==> config.mk <==
export PLATFORM = sky130hd
export DESIGN_NAME = piav_top
export DESIGN_NICKNAME = d
export VERILOG_FILES = /design/src/hw/piav_pkg.sv /design/src/hw/piav_core_if.sv /design/src/hw/piav_req.sv /design/src/hw/piav_prio.sv /design/src/hw/piav_top.sv
export SDC_FILE = /design/constraint.sdc
export NUM_CORES = 1
export LEC_CHECK = 0
export ABC_AREA = 1
export BUFFER_PORTS_ARGS = -buffer_cell sky130_fd_sc_hd__buf_2
export CAP_MARGIN = 20
export CORE_ASPECT_RATIO = 0.6
export CORE_MARGIN = 8
export CORE_UTILIZATION = 45
export DETAILED_ROUTE_END_ITERATION = 10
export PLACE_DENSITY = 0.72
export SETUP_SLACK_MARGIN = 0.2
export SLEW_MARGIN = 25
export SYNTH_ARGS = -nofsm -noshare
export SYNTH_HDL_FRONTEND = slang
export SYNTH_SLANG_ARGS = --single-unit
export TNS_END_PERCENT = 5
==> constraint.sdc <==
create_clock -name clock -period 5.8 [get_ports clock]
set_input_delay 0 -clock clock [delete_from_list [all_inputs] [get_ports clock]]
set_output_delay 0 -clock clock [all_outputs]
set_load 0.1 [all_outputs]
==> src/hw/piav_pkg.sv <==
// Purpose: Shared constants, types and helpers of the priority interrupt controller.
// Assumes: Eight request levels, level 0 has the highest priority.
// Notes:   Every figure used by the logic is named here except bit 7 and the zero fills of the low call byte.
package piav_pkg;

  localparam int NUM_LEVELS = 8;
  localparam int LVL_W      = 3;
  localparam int VBASE_W    = 5;

  typedef logic [NUM_LEVELS-1:0] piav_byte_t;
  typedef logic [LVL_W-1:0]      piav_lvl_t;

  localparam piav_byte_t CALL_OPCODE     = 8'hCD;
  localparam piav_byte_t MASK_RESET      = 8'h00;
  localparam piav_byte_t PEND_RESET      = 8'h00;
  localparam piav_byte_t ISR_RESET       = 8'h00;
  localparam piav_byte_t EDGE_PREV_RESET = 8'hFF;
  localparam piav_byte_t DATA_IDLE       = 8'h00;
  localparam piav_lvl_t  NO_GRANT_LEVEL  = 3'h7;
  localparam piav_lvl_t  CAS_IDLE        = 3'h0;

  // End of service command written with address line low.
  localparam int EOS_CMD_BIT      = 5;
  localparam int EOS_SPECIFIC_BIT = 6;

  // Programmed call address fields for the two address intervals.
  localparam int INT4_ADDR_LSB = 5;
  localparam int INT8_ADDR_LSB = 6;
  localparam int HI_ADDR_LSB   = 8;
  localparam int CALL_ADDR_MSB = 15;

  typedef enum logic [1:0] {
    ST_B1 = 2'h0,
    ST_B2 = 2'h1,
    ST_B3 = 2'h3
  } piav_strobe_e;

  // Index of the highest priority (lowest numbered) set bit; zero when none.
  function automatic piav_lvl_t first_set(input piav_byte_t v);
    piav_lvl_t r;
    r = '0;
    for (int i = NUM_LEVELS - 1; i >= 0; i--) begin
      if (v[i]) begin
        r = i[LVL_W-1:0];
      end
    end
    return r;
  endfunction

  function automatic piav_byte_t one_hot(input piav_lvl_t l);
    return piav_byte_t'(1) << l;
  endfunction

endpackage

==> src/hw/piav_core_if.sv <==
// Purpose: Carrier between the controller core, request capture and priority logic.
// Assumes: One clock domain.
// Notes:   No clocking block; all signals are plain levels.
`timescale 1ns/100ps
`default_nettype none
interface piav_core_if;
  piav_pkg::piav_byte_t pending;
  piav_pkg::piav_byte_t mask;
  piav_pkg::piav_byte_t in_service;
  piav_pkg::piav_byte_t grant_clr;
  logic                 level_trig;
  logic                 req_valid;
  piav_pkg::piav_lvl_t  req_level;

  modport req  (output pending, input grant_clr, input level_trig);
  modport prio (input pending, input mask, input in_service,
                output req_valid, output req_level);
  modport core (input pending, input req_valid, input req_level,
                output mask, output in_service, output grant_clr, output level_trig);
endinterface
`default_nettype wire

==> src/hw/piav_req.sv <==
// Purpose: Request capture into the pending request bits.
// Assumes: Request inputs are synchronous to clock.
// Notes:   Edge sense starts high so a request held over reset must fall first.
`timescale 1ns/100ps
`default_nettype none
module piav_req (
  input wire logic                 clock,
  input wire logic                 rst_b,
  input wire piav_pkg::piav_byte_t request_inputs,
  piav_core_if.req                 cif
);
  piav_pkg::piav_byte_t prev_q;
  piav_pkg::piav_byte_t pend_q;

  for (genvar i = 0; i < piav_pkg::NUM_LEVELS; i++) begin : g_lvl
    always_ff @(posedge clock or negedge rst_b) begin
      if (!rst_b) begin
        prev_q[i] <= piav_pkg::EDGE_PREV_RESET[i];
        pend_q[i] <= piav_pkg::PEND_RESET[i];
      end else begin
        prev_q[i] <= request_inputs[i];
        if (cif.level_trig) begin
          pend_q[i] <= request_inputs[i];
        end else if (request_inputs[i] && !prev_q[i]) begin
          pend_q[i] <= 1'b1;
        end else if (cif.grant_clr[i] || !request_inputs[i]) begin
          pend_q[i] <= 1'b0;
        end
      end
    end
  end

  assign cif.pending = pend_q;
endmodule // piav_req
`default_nettype wire

==> src/hw/piav_prio.sv <==
// Purpose: Priority decision between pending, mask and in-service bits.
// Assumes: Fixed priority, level 0 highest.
// Notes:   Purely combinational.
`timescale 1ns/100ps
`default_nettype none
module piav_prio (
  piav_core_if.prio cif
);
  piav_pkg::piav_byte_t eligible;
  piav_pkg::piav_lvl_t  top_req;
  piav_pkg::piav_lvl_t  top_isr;

  assign eligible = cif.pending & ~cif.mask;
  assign top_req  = piav_pkg::first_set(eligible);
  assign top_isr  = piav_pkg::first_set(cif.in_service);

  // A request wins only over strictly lower priority levels in service.
  assign cif.req_valid = (|eligible) &&
                         (!(|cif.in_service) || (top_req < top_isr));
  assign cif.req_level = top_req;
endmodule // piav_prio
`default_nettype wire

==> src/hw/piav_top.sv <==
// Purpose: Eight level priority interrupt controller with call and vector replies.
// Assumes: All pins are synchronous to clock; configuration ports are static.
// Notes:   Output enables are active low; data and cascade outputs come from flops.
`timescale 1ns/100ps
`default_nettype none
// What this block does
// A request input going high sets its pending request bit.
// Interrupt output rises for an unmasked request above every level in service.
// Call mode is used unless vector mode is configured; it takes three strobes.
// First strobe sets the winner's in-service bit and, in edge mode, clears its pending bit.
// Call mode drives the CALL opcode CD hex during the first strobe.
// The host follows the opcode with two more acknowledge strobes.
// Call mode returns the low address byte then the high address byte.
// Interval four: address bits 7..5, level in 4..2, zeros below.
// Interval eight: address bits 7..6, level in 5..3, zeros below.
// Third call byte carries the programmed address bits 15..8.
// Call mode with auto end of service clears in-service when strobe three ends.
// Without auto end of service the bit waits for an end of service command.
// Vector mode leaves the data bus undriven during the first strobe.
// First strobe freezes the grant; a cascade master drives the code out.
// Vector mode drives one vector byte during the second strobe.
// Vector byte holds the five base bits over the three level bits.
// Vector mode with auto end of service clears in-service after strobe two.
// A three line cascade bus links one master with up to eight slaves.
// Host reads give pending, in-service or mask bits, never stored settings.
// The winner depends on priority order, mode, mask and in-service bits.
// Edge mode needs a rising edge held high; level mode needs a high level.
// Acknowledge ignores chip select; host reads and writes need it low.
// The data bus is released outside answered strobes and selected reads.
// With no valid request the strobe sequence completes without in-service.
module piav_top (
  input  wire logic                    clock,
  input  wire logic                    rst_b,
  input  wire piav_pkg::piav_byte_t    request_inputs,
  input  wire piav_pkg::piav_byte_t    d_in,
  output logic [7:0]                   d_out,
  output logic                         d_oe_b,
  input  wire logic                    cs_b,
  input  wire logic                    rd_b,
  input  wire logic                    wr_b,
  input  wire logic                    a0,
  input  wire logic                    cpu_acknowledge_strobe_b,
  output logic                         int_out,
  input  wire piav_pkg::piav_lvl_t     cas_in,
  output logic [2:0]                   cas_out,
  output logic                         cas_oe_b,
  input  wire logic                    cfg_vector_mode,
  input  wire logic                    cfg_auto_end_of_service,
  input  wire logic                    cfg_interval_four,
  input  wire logic                    cfg_level_trig,
  input  wire logic                    cfg_cascaded,
  input  wire logic                    cfg_master,
  input  wire piav_pkg::piav_lvl_t     cfg_slave_id,
  input  wire piav_pkg::piav_byte_t    cfg_slave_map,
  input  wire logic [15:5]             cfg_call_addr,
  input  wire logic [4:0]              cfg_vector_base,
  input  wire logic                    cfg_read_in_service
);

  piav_core_if cif ();

  piav_req u_req (
    .clock          (clock),
    .rst_b          (rst_b),
    .request_inputs (request_inputs),
    .cif            (cif.req)
  );

  piav_prio u_prio (
    .cif (cif.prio)
  );

  piav_pkg::piav_strobe_e strobe_q;
  piav_pkg::piav_strobe_e strobe_d;
  piav_pkg::piav_strobe_e last_strobe;

  logic                 ack_prev_q;
  logic                 wr_prev_q;
  logic                 ack_fall;
  logic                 ack_rise;
  logic                 first_fall;
  logic                 seq_end;
  logic                 seq_busy_q;
  logic                 gnt_valid_q;
  piav_pkg::piav_lvl_t  gnt_level_q;
  piav_pkg::piav_byte_t mask_q;
  piav_pkg::piav_byte_t isr_q;
  piav_pkg::piav_byte_t isr_set;
  piav_pkg::piav_byte_t isr_clr;
  piav_pkg::piav_byte_t eos_clr;
  piav_pkg::piav_byte_t auto_end_of_service_clr;
  logic                 wr_take;
  logic                 rd_take;
  logic                 is_slave;
  logic                 slave_below;
  logic                 cas_match;
  logic                 byte_enable;
  logic                 drive_ack;
  piav_pkg::piav_byte_t ack_byte;
  piav_pkg::piav_byte_t rd_byte;
  logic [7:0]           d_out_q;
  logic                 d_oe_b_q;
  piav_pkg::piav_lvl_t  cas_out_q;
  logic                 cas_oe_b_q;
  logic                 int_q;

  // Strobe edges; the strobe works with or without chip select.
  assign ack_fall   = !cpu_acknowledge_strobe_b && ack_prev_q;
  assign ack_rise   = cpu_acknowledge_strobe_b && !ack_prev_q;
  assign first_fall = ack_fall && (strobe_q == piav_pkg::ST_B1);

  // Vector mode ends after the second strobe, call mode after the third.
  assign last_strobe = cfg_vector_mode ? piav_pkg::ST_B2 : piav_pkg::ST_B3;
  assign seq_end     = ack_rise && (strobe_q == last_strobe);

  // Host writes are taken once per write strobe, reads for the whole read strobe; chip select low.
  assign wr_take = !cs_b && !wr_b && wr_prev_q && rd_b;
  assign rd_take = !cs_b && !rd_b && wr_b;

  always_ff @(posedge clock or negedge rst_b) begin
    if (!rst_b) begin
      ack_prev_q <= 1'b1;
      wr_prev_q  <= 1'b1;
    end else begin
      ack_prev_q <= cpu_acknowledge_strobe_b;
      wr_prev_q  <= wr_b;
    end
  end

  // Strobe sequencer: the state names the strobe being served or awaited.
  always_comb begin
    strobe_d = strobe_q;
    if (ack_rise) begin
      unique case (strobe_q)
        piav_pkg::ST_B1: strobe_d = piav_pkg::ST_B2;
        piav_pkg::ST_B2: strobe_d = cfg_vector_mode ? piav_pkg::ST_B1 : piav_pkg::ST_B3;
        piav_pkg::ST_B3: strobe_d = piav_pkg::ST_B1;
        default:         strobe_d = piav_pkg::ST_B1;
      endcase
    end
  end

  always_ff @(posedge clock or negedge rst_b) begin
    if (!rst_b) begin
      strobe_q <= piav_pkg::ST_B1;
    end else begin
      strobe_q <= strobe_d;
    end
  end

  always_ff @(posedge clock or negedge rst_b) begin
    if (!rst_b) begin
      seq_busy_q <= 1'b0;
    end else if (first_fall) begin
      seq_busy_q <= 1'b1;
    end else if (seq_end) begin
      seq_busy_q <= 1'b0;
    end
  end

  // The grant is frozen at the first strobe and used by every later byte.
  // With nothing to grant the sequence still runs, carrying NO_GRANT_LEVEL (7).
  always_ff @(posedge clock or negedge rst_b) begin
    if (!rst_b) begin
      gnt_valid_q <= 1'b0;
      gnt_level_q <= piav_pkg::NO_GRANT_LEVEL;
    end else if (first_fall) begin
      gnt_valid_q <= cif.req_valid;
      gnt_level_q <= cif.req_valid ? cif.req_level : piav_pkg::NO_GRANT_LEVEL;
    end
  end

  // In edge mode the winner's pending bit is dropped in the same cycle its in-service bit rises.
  assign isr_set = (first_fall && cif.req_valid) ?
                   piav_pkg::one_hot(cif.req_level) : '0;
  assign cif.grant_clr = isr_set;

  // Auto end of service fires as the last strobe of the sequence ends.
  assign auto_end_of_service_clr = (seq_end && cfg_auto_end_of_service && gnt_valid_q) ?
                    piav_pkg::one_hot(gnt_level_q) : '0;

  // End of service command: specific level, or the highest level in service.
  always_comb begin
    eos_clr = '0;
    if (wr_take && !a0 && d_in[piav_pkg::EOS_CMD_BIT]) begin
      if (d_in[piav_pkg::EOS_SPECIFIC_BIT]) begin
        eos_clr = piav_pkg::one_hot(d_in[piav_pkg::LVL_W-1:0]);
      end else if (|isr_q) begin
        eos_clr = piav_pkg::one_hot(piav_pkg::first_set(isr_q));
      end
    end
  end

  assign isr_clr = eos_clr | auto_end_of_service_clr;

  // A grant in the same cycle as a clear of that level keeps the bit set.
  always_ff @(posedge clock or negedge rst_b) begin
    if (!rst_b) begin
      isr_q <= piav_pkg::ISR_RESET;
    end else begin
      isr_q <= (isr_q & ~isr_clr) | isr_set;
    end
  end

  always_ff @(posedge clock or negedge rst_b) begin
    if (!rst_b) begin
      mask_q <= piav_pkg::MASK_RESET;
    end else if (wr_take && a0) begin
      mask_q <= d_in;
    end
  end

  assign cif.mask       = mask_q;
  assign cif.in_service = isr_q;
  assign cif.level_trig = cfg_level_trig;

  // Cascade roles: a slave answers only when the master calls its code;
  // a master stays quiet on later bytes when a slave hangs off the level.
  assign is_slave    = cfg_cascaded && !cfg_master;
  assign slave_below = cfg_cascaded && cfg_master && cfg_slave_map[gnt_level_q];
  assign cas_match   = (cas_in == cfg_slave_id);

  always_comb begin
    byte_enable = 1'b0;
    unique case (strobe_q)
      piav_pkg::ST_B1: byte_enable = !cfg_vector_mode && !is_slave;
      piav_pkg::ST_B2: byte_enable = is_slave ? cas_match : !slave_below;
      piav_pkg::ST_B3: byte_enable = !cfg_vector_mode &&
                                     (is_slave ? cas_match : !slave_below);
      default:         byte_enable = 1'b0;
    endcase
  end

  // Byte returned for the current strobe.
  always_comb begin
    ack_byte = piav_pkg::DATA_IDLE;
    unique case (strobe_q)
      piav_pkg::ST_B1: ack_byte = piav_pkg::CALL_OPCODE;
      piav_pkg::ST_B2: begin
        if (cfg_vector_mode) begin
          ack_byte = {cfg_vector_base, gnt_level_q};
        end else if (cfg_interval_four) begin
          ack_byte = {cfg_call_addr[7:piav_pkg::INT4_ADDR_LSB], gnt_level_q, 2'h0};
        end else begin
          ack_byte = {cfg_call_addr[7:piav_pkg::INT8_ADDR_LSB], gnt_level_q, 3'h0};
        end
      end
      piav_pkg::ST_B3: begin
        ack_byte = cfg_call_addr[piav_pkg::CALL_ADDR_MSB:piav_pkg::HI_ADDR_LSB];
      end
      default:         ack_byte = piav_pkg::DATA_IDLE;
    endcase
  end

  // Status read; stored settings have no read path at all.
  assign rd_byte = a0 ? mask_q : (cfg_read_in_service ? isr_q : cif.pending);

  assign drive_ack = !cpu_acknowledge_strobe_b && byte_enable;

  // The bus follows the strobe one cycle late and is released one cycle after it.
  // An acknowledge byte wins over a read that overlaps it.
  always_ff @(posedge clock or negedge rst_b) begin
    if (!rst_b) begin
      d_out_q  <= piav_pkg::DATA_IDLE;
      d_oe_b_q <= 1'b1;
    end else begin
      d_oe_b_q <= !(drive_ack || rd_take);
      if (drive_ack) begin
        d_out_q <= ack_byte;
      end else if (rd_take) begin
        d_out_q <= rd_byte;
      end else begin
        d_out_q <= piav_pkg::DATA_IDLE;
      end
    end
  end

  // A cascade master puts the granted code out from the first strobe
  // and keeps it until the sequence ends so slaves can match on later bytes.
  always_ff @(posedge clock or negedge rst_b) begin
    if (!rst_b) begin
      cas_out_q  <= piav_pkg::CAS_IDLE;
      cas_oe_b_q <= 1'b1;
    end else if (cfg_cascaded && cfg_master && first_fall) begin
      cas_out_q  <= cif.req_valid ? cif.req_level : piav_pkg::NO_GRANT_LEVEL;
      cas_oe_b_q <= 1'b0;
    end else if (!seq_busy_q || !cfg_cascaded || !cfg_master) begin
      cas_out_q  <= piav_pkg::CAS_IDLE;
      cas_oe_b_q <= 1'b1;
    end
  end

  always_ff @(posedge clock or negedge rst_b) begin
    if (!rst_b) begin
      int_q <= 1'b0;
    end else begin
      int_q <= cif.req_valid;
    end
  end

  assign d_out    = d_out_q;
  assign d_oe_b   = d_oe_b_q;
  assign cas_out  = cas_out_q;
  assign cas_oe_b = cas_oe_b_q;
  assign int_out  = int_q;

endmodule // piav_top
`default_nettype wire

==> out/qor.csv <==
metric;value;unit
status;complete, no violations;
syn_nets;525;
required;5.99;ns
vdd_drop_max;216;uV
start_util;46.1;%
drt_pre_antenna_iters;5;
min_path_type;primary input to flop;
synth_compound_area_share;14.0;%
crit_family;simple AND/OR/NAND/NOR gates;
antenna_found_initial;0;
grt_util_all_layers;19.4;%
critPathBufInv;2;
power_density;366;mW/mm2
p_clk_share;24.2;%
coreArea;0.00718;mm2
max_clock_freq;0.432;GHz
path_cells;nor2_1 > nor3_1 > nor3_1 > nor3_2 > inv_1 > ha_1 > nand2_1 > inv_1 > nand2_2 > nand2_2 > nand2_2 > nand4_1 > nand2_1 > nand2_1;
cp_max_fo;11;
min_delay_path_depth;3;
grt_overflow;0;
synth_area_leaders;dfrtp_1 (30%), nand2_1 (17%), dfstp_2 (12%);
synth_area_leader_cell;dfrtp_1;
rows;24;
grt_pass1_wl;16100;um
intPower;0.000847;W
syn2layout_area_growth;23.7;%
syn_area_per_cell;7.22;um2
port_buffers;73;
rsz0062_at_grt;false;
nNetsFinal;616;
ys_seq_area_share;42.2;%
hold_viol;0;
tns;0;ns
fin_crit_sh;39.9;%
power.share.sequential;35.9;%
critical_path.max_stage_delay;0.44;ns
r2r_start;cif.in_service[7]$_DFF_PN0_;
synth_top_family_by_area;simple AND/OR/NAND/NOR gates;
fillers;665;
drtAntennaViolNets;0;
post_cts_buffers;0;
utilization;57.0;%
grt_pass1_vias;3283;
finalCriticalPeriod;2.31;ns
first_iter_violations;330;
crit_start;cif.in_service[7]$_DFF_PN0_;
wirelength;9690;um
p_sw_share;43.4;%
dp_hpwl;7580;um
final_area;0.00409;mm2
slew_viol_final;0;
netSwitchingPower;0.000650;W
post_dp_cell_area;0.00376;mm2
worstMarginPinSlew;0.937;ns
clk_path_buf_depth;2;
synth-xor-area-share;1.06;%
numCtsBuffers;5;
drc_errors;0;
comb_power_share;39.9;%
arrival;2.50;ns
r2r_cells;14;
cts-htree-levels;2;
r2r_end;u_req.cif.pending[2]$_DFFE_PN0P_;
synthCells;458;
cts.reportedPaths.clkPinSlew;0.07;ns
slowest_stage;dfrtp_1;
cts_root_buf;clkbuf_16;
antenna_cells;0;
synthDistinctLibCells;36;
routabilityCongestion;0.985;
endpoint;u_req.cif.pending[2]$_DFFE_PN0P_;
ys_warn_count;0;
die_y;82.4;um
die_area;0.0104;mm2
synth_mux_area_share;0.984;%
slew_headroom;37.4;%
grt_max_degree;56;
worstSetupPathType;flop to flop;
cts_tree;yes;
viasPerCell;5.22;
synth_fa_ha_area_share;2.65;%
startpoint_type;flop;
reg2reg_slack;3.49;ns
crit_cells;14;
cap_violations;0;
endpoint_kind;flop;
drive_gt1_share;22.4;%
yosysTopAreaCellShare;30.3;%
syn_area;0.00331;mm2
clock_skew;0.00730;ns
ios;74;
finalSetupViolCount;0;
wl_per_cell;15.1;um
p_leak;2.14;nW
synth_seq_cells;55;
vias;3343;
die_w;127;um
cts_num_sinks;55;
worstSkewPairLatency;0.30;ns
synthSimpleGateAreaFrac;31.2;%
-- tightest hold or removal path, stage by stage --
cell and delay [ns]:
buf_2 0.11, inv_1 0.09, o21ai_0 0.09
-- sequential cells by signal, summed over array words and instances, names as in the netlist --
signal             count
ack_prev_q             1
cas_oe_b               1
seq_busy_q             1
gnt_valid_q            1
int_out                1
u_req.prev_q           8
d_out                  8
d_oe_b                 1
strobe_q               2
cif.mask               8
cas_out                3
gnt_level_q            3
cif.in_service         8
u_req.cif.pending      8
wr_prev_q              1
-- how the worst min path moves through the flow --
stage	from	endpoint	slack [ns]
after floorplan	rst_b	cas_out[0]$_DFFE_PN0P_	-0.30
after global placement	request_inputs[7]	u_req.prev_q[7]$_DFF_PN1_	0.12
after detailed placement	request_inputs[7]	u_req.prev_q[7]$_DFF_PN1_	0.12
after CTS	d_in[0]	cif.mask[0]$_DFFE_PN0P_	0.02
after global routing	d_in[1]	cif.mask[1]$_DFFE_PN0P_	0.07
final	d_in[0]	cif.mask[0]$_DFFE_PN0P_	0.03
-- power by group through the flow --
stage	Sequential (W)	Combinational (W)	Clock, W
CTS	0.000536	0.000589	0.000364
finish	0.000538	0.000597	0.000362
global route	0.000547	0.000664	0.000379
floorplan	0.000641	0.000328	0
global placement	0.000539	0.000571	0
detailed placement	0.000542	0.000578	0
-- layout by cell type, fill, tap and decap left out, types with 2 or more instances in the layout --
cell type,instances
nand2_1,148
buf_2,73
inv_1,57
o21ai_0,45
dfrtp_1,40
nand3_1,36
nor2_1,21
a21oi_1,20
dfstp_2,15
dlygate4sd3_1,15
nor3_1,10
nand2_2,9
ha_1,7
nand4_1,6
inv_2,5
o21ai_1,5
clkbuf_16,5
xor2_1,3
a31oi_1,3
o211ai_1,3
nor3_2,2
nand2_4,2
mux2_2,2
a21oi_2,2
-- layer usage --
metal  vias to the layer above  GRT usage [%]  share of wire (%)
li1                       1675              -                  -
met1                      1522           26.8                 48
met2                       135           29.3                 41
met3                        11           6.47                 10
met4                         0           3.66               0.86
met5                         -              0                  0
-- repair_timing --
item / in CTS / in global routing
resized for setup: 0 / 0
hold buffers: 15 / 0
endpoints found under the hold margin: 62 / 0
-- area by class of cell --
class	count	area, um2	area share [%]
multi-input cells	336	1650	40.3
flip-flops and latches	55	1400	34.1
repair buffers	89	523	12.8
inverters	62	233	5.69
clock buffers	6	139	3.39
well taps	91	114	2.78
clock inverters	2	38.8	0.948
-- stage by stage --
stage	hold slack (ns)	setup slack [ns]	total power, W	cells
5_1_grt	0.0689	3.19	0.00159	641
6_report	0.0278	3.49	0.00150	641
3_3_place_gp	0.118	3.60	0.00111	618
2_1_floorplan	-0.296	3.87	0.000969	458
3_5_place_dp	0.119	3.57	0.00112	618
4_1_cts	0.0197	3.53	0.00149	641
-- Yosys cell counts (all sizes together) --
master,instances
a211oi,1
a21boi,1
a21oi,22
a22oi,1
a31oi,3
buf,2
clkbuf,3
dfrtp,40
dfstp,15
ha,7
inv,62
mux2,2
mux2i,1
nand2,159
nand3,37
nand4,6
nor2,21
nor3,12
nor3b,1
nor4,1
o211ai,3
o21ai,51
o311ai,1
o32ai,1
or2,1
xnor2,1
xor2,3
-- logic make-up (layout without fill, tap and decap cells) --
logic type | count (synthesis) | after routing
AND/OR/NAND/NOR | 238 | 238
AO/OA/AOI/OAI | 84 | 84
buffers and inverters | 67 | 159
flip-flops | 55 | 55
adder cells (fa/ha/maj) | 7 | 7
XOR/XNOR | 4 | 4
multiplexers | 3 | 3
Note: power is estimated with default switching activity, not from simulation.
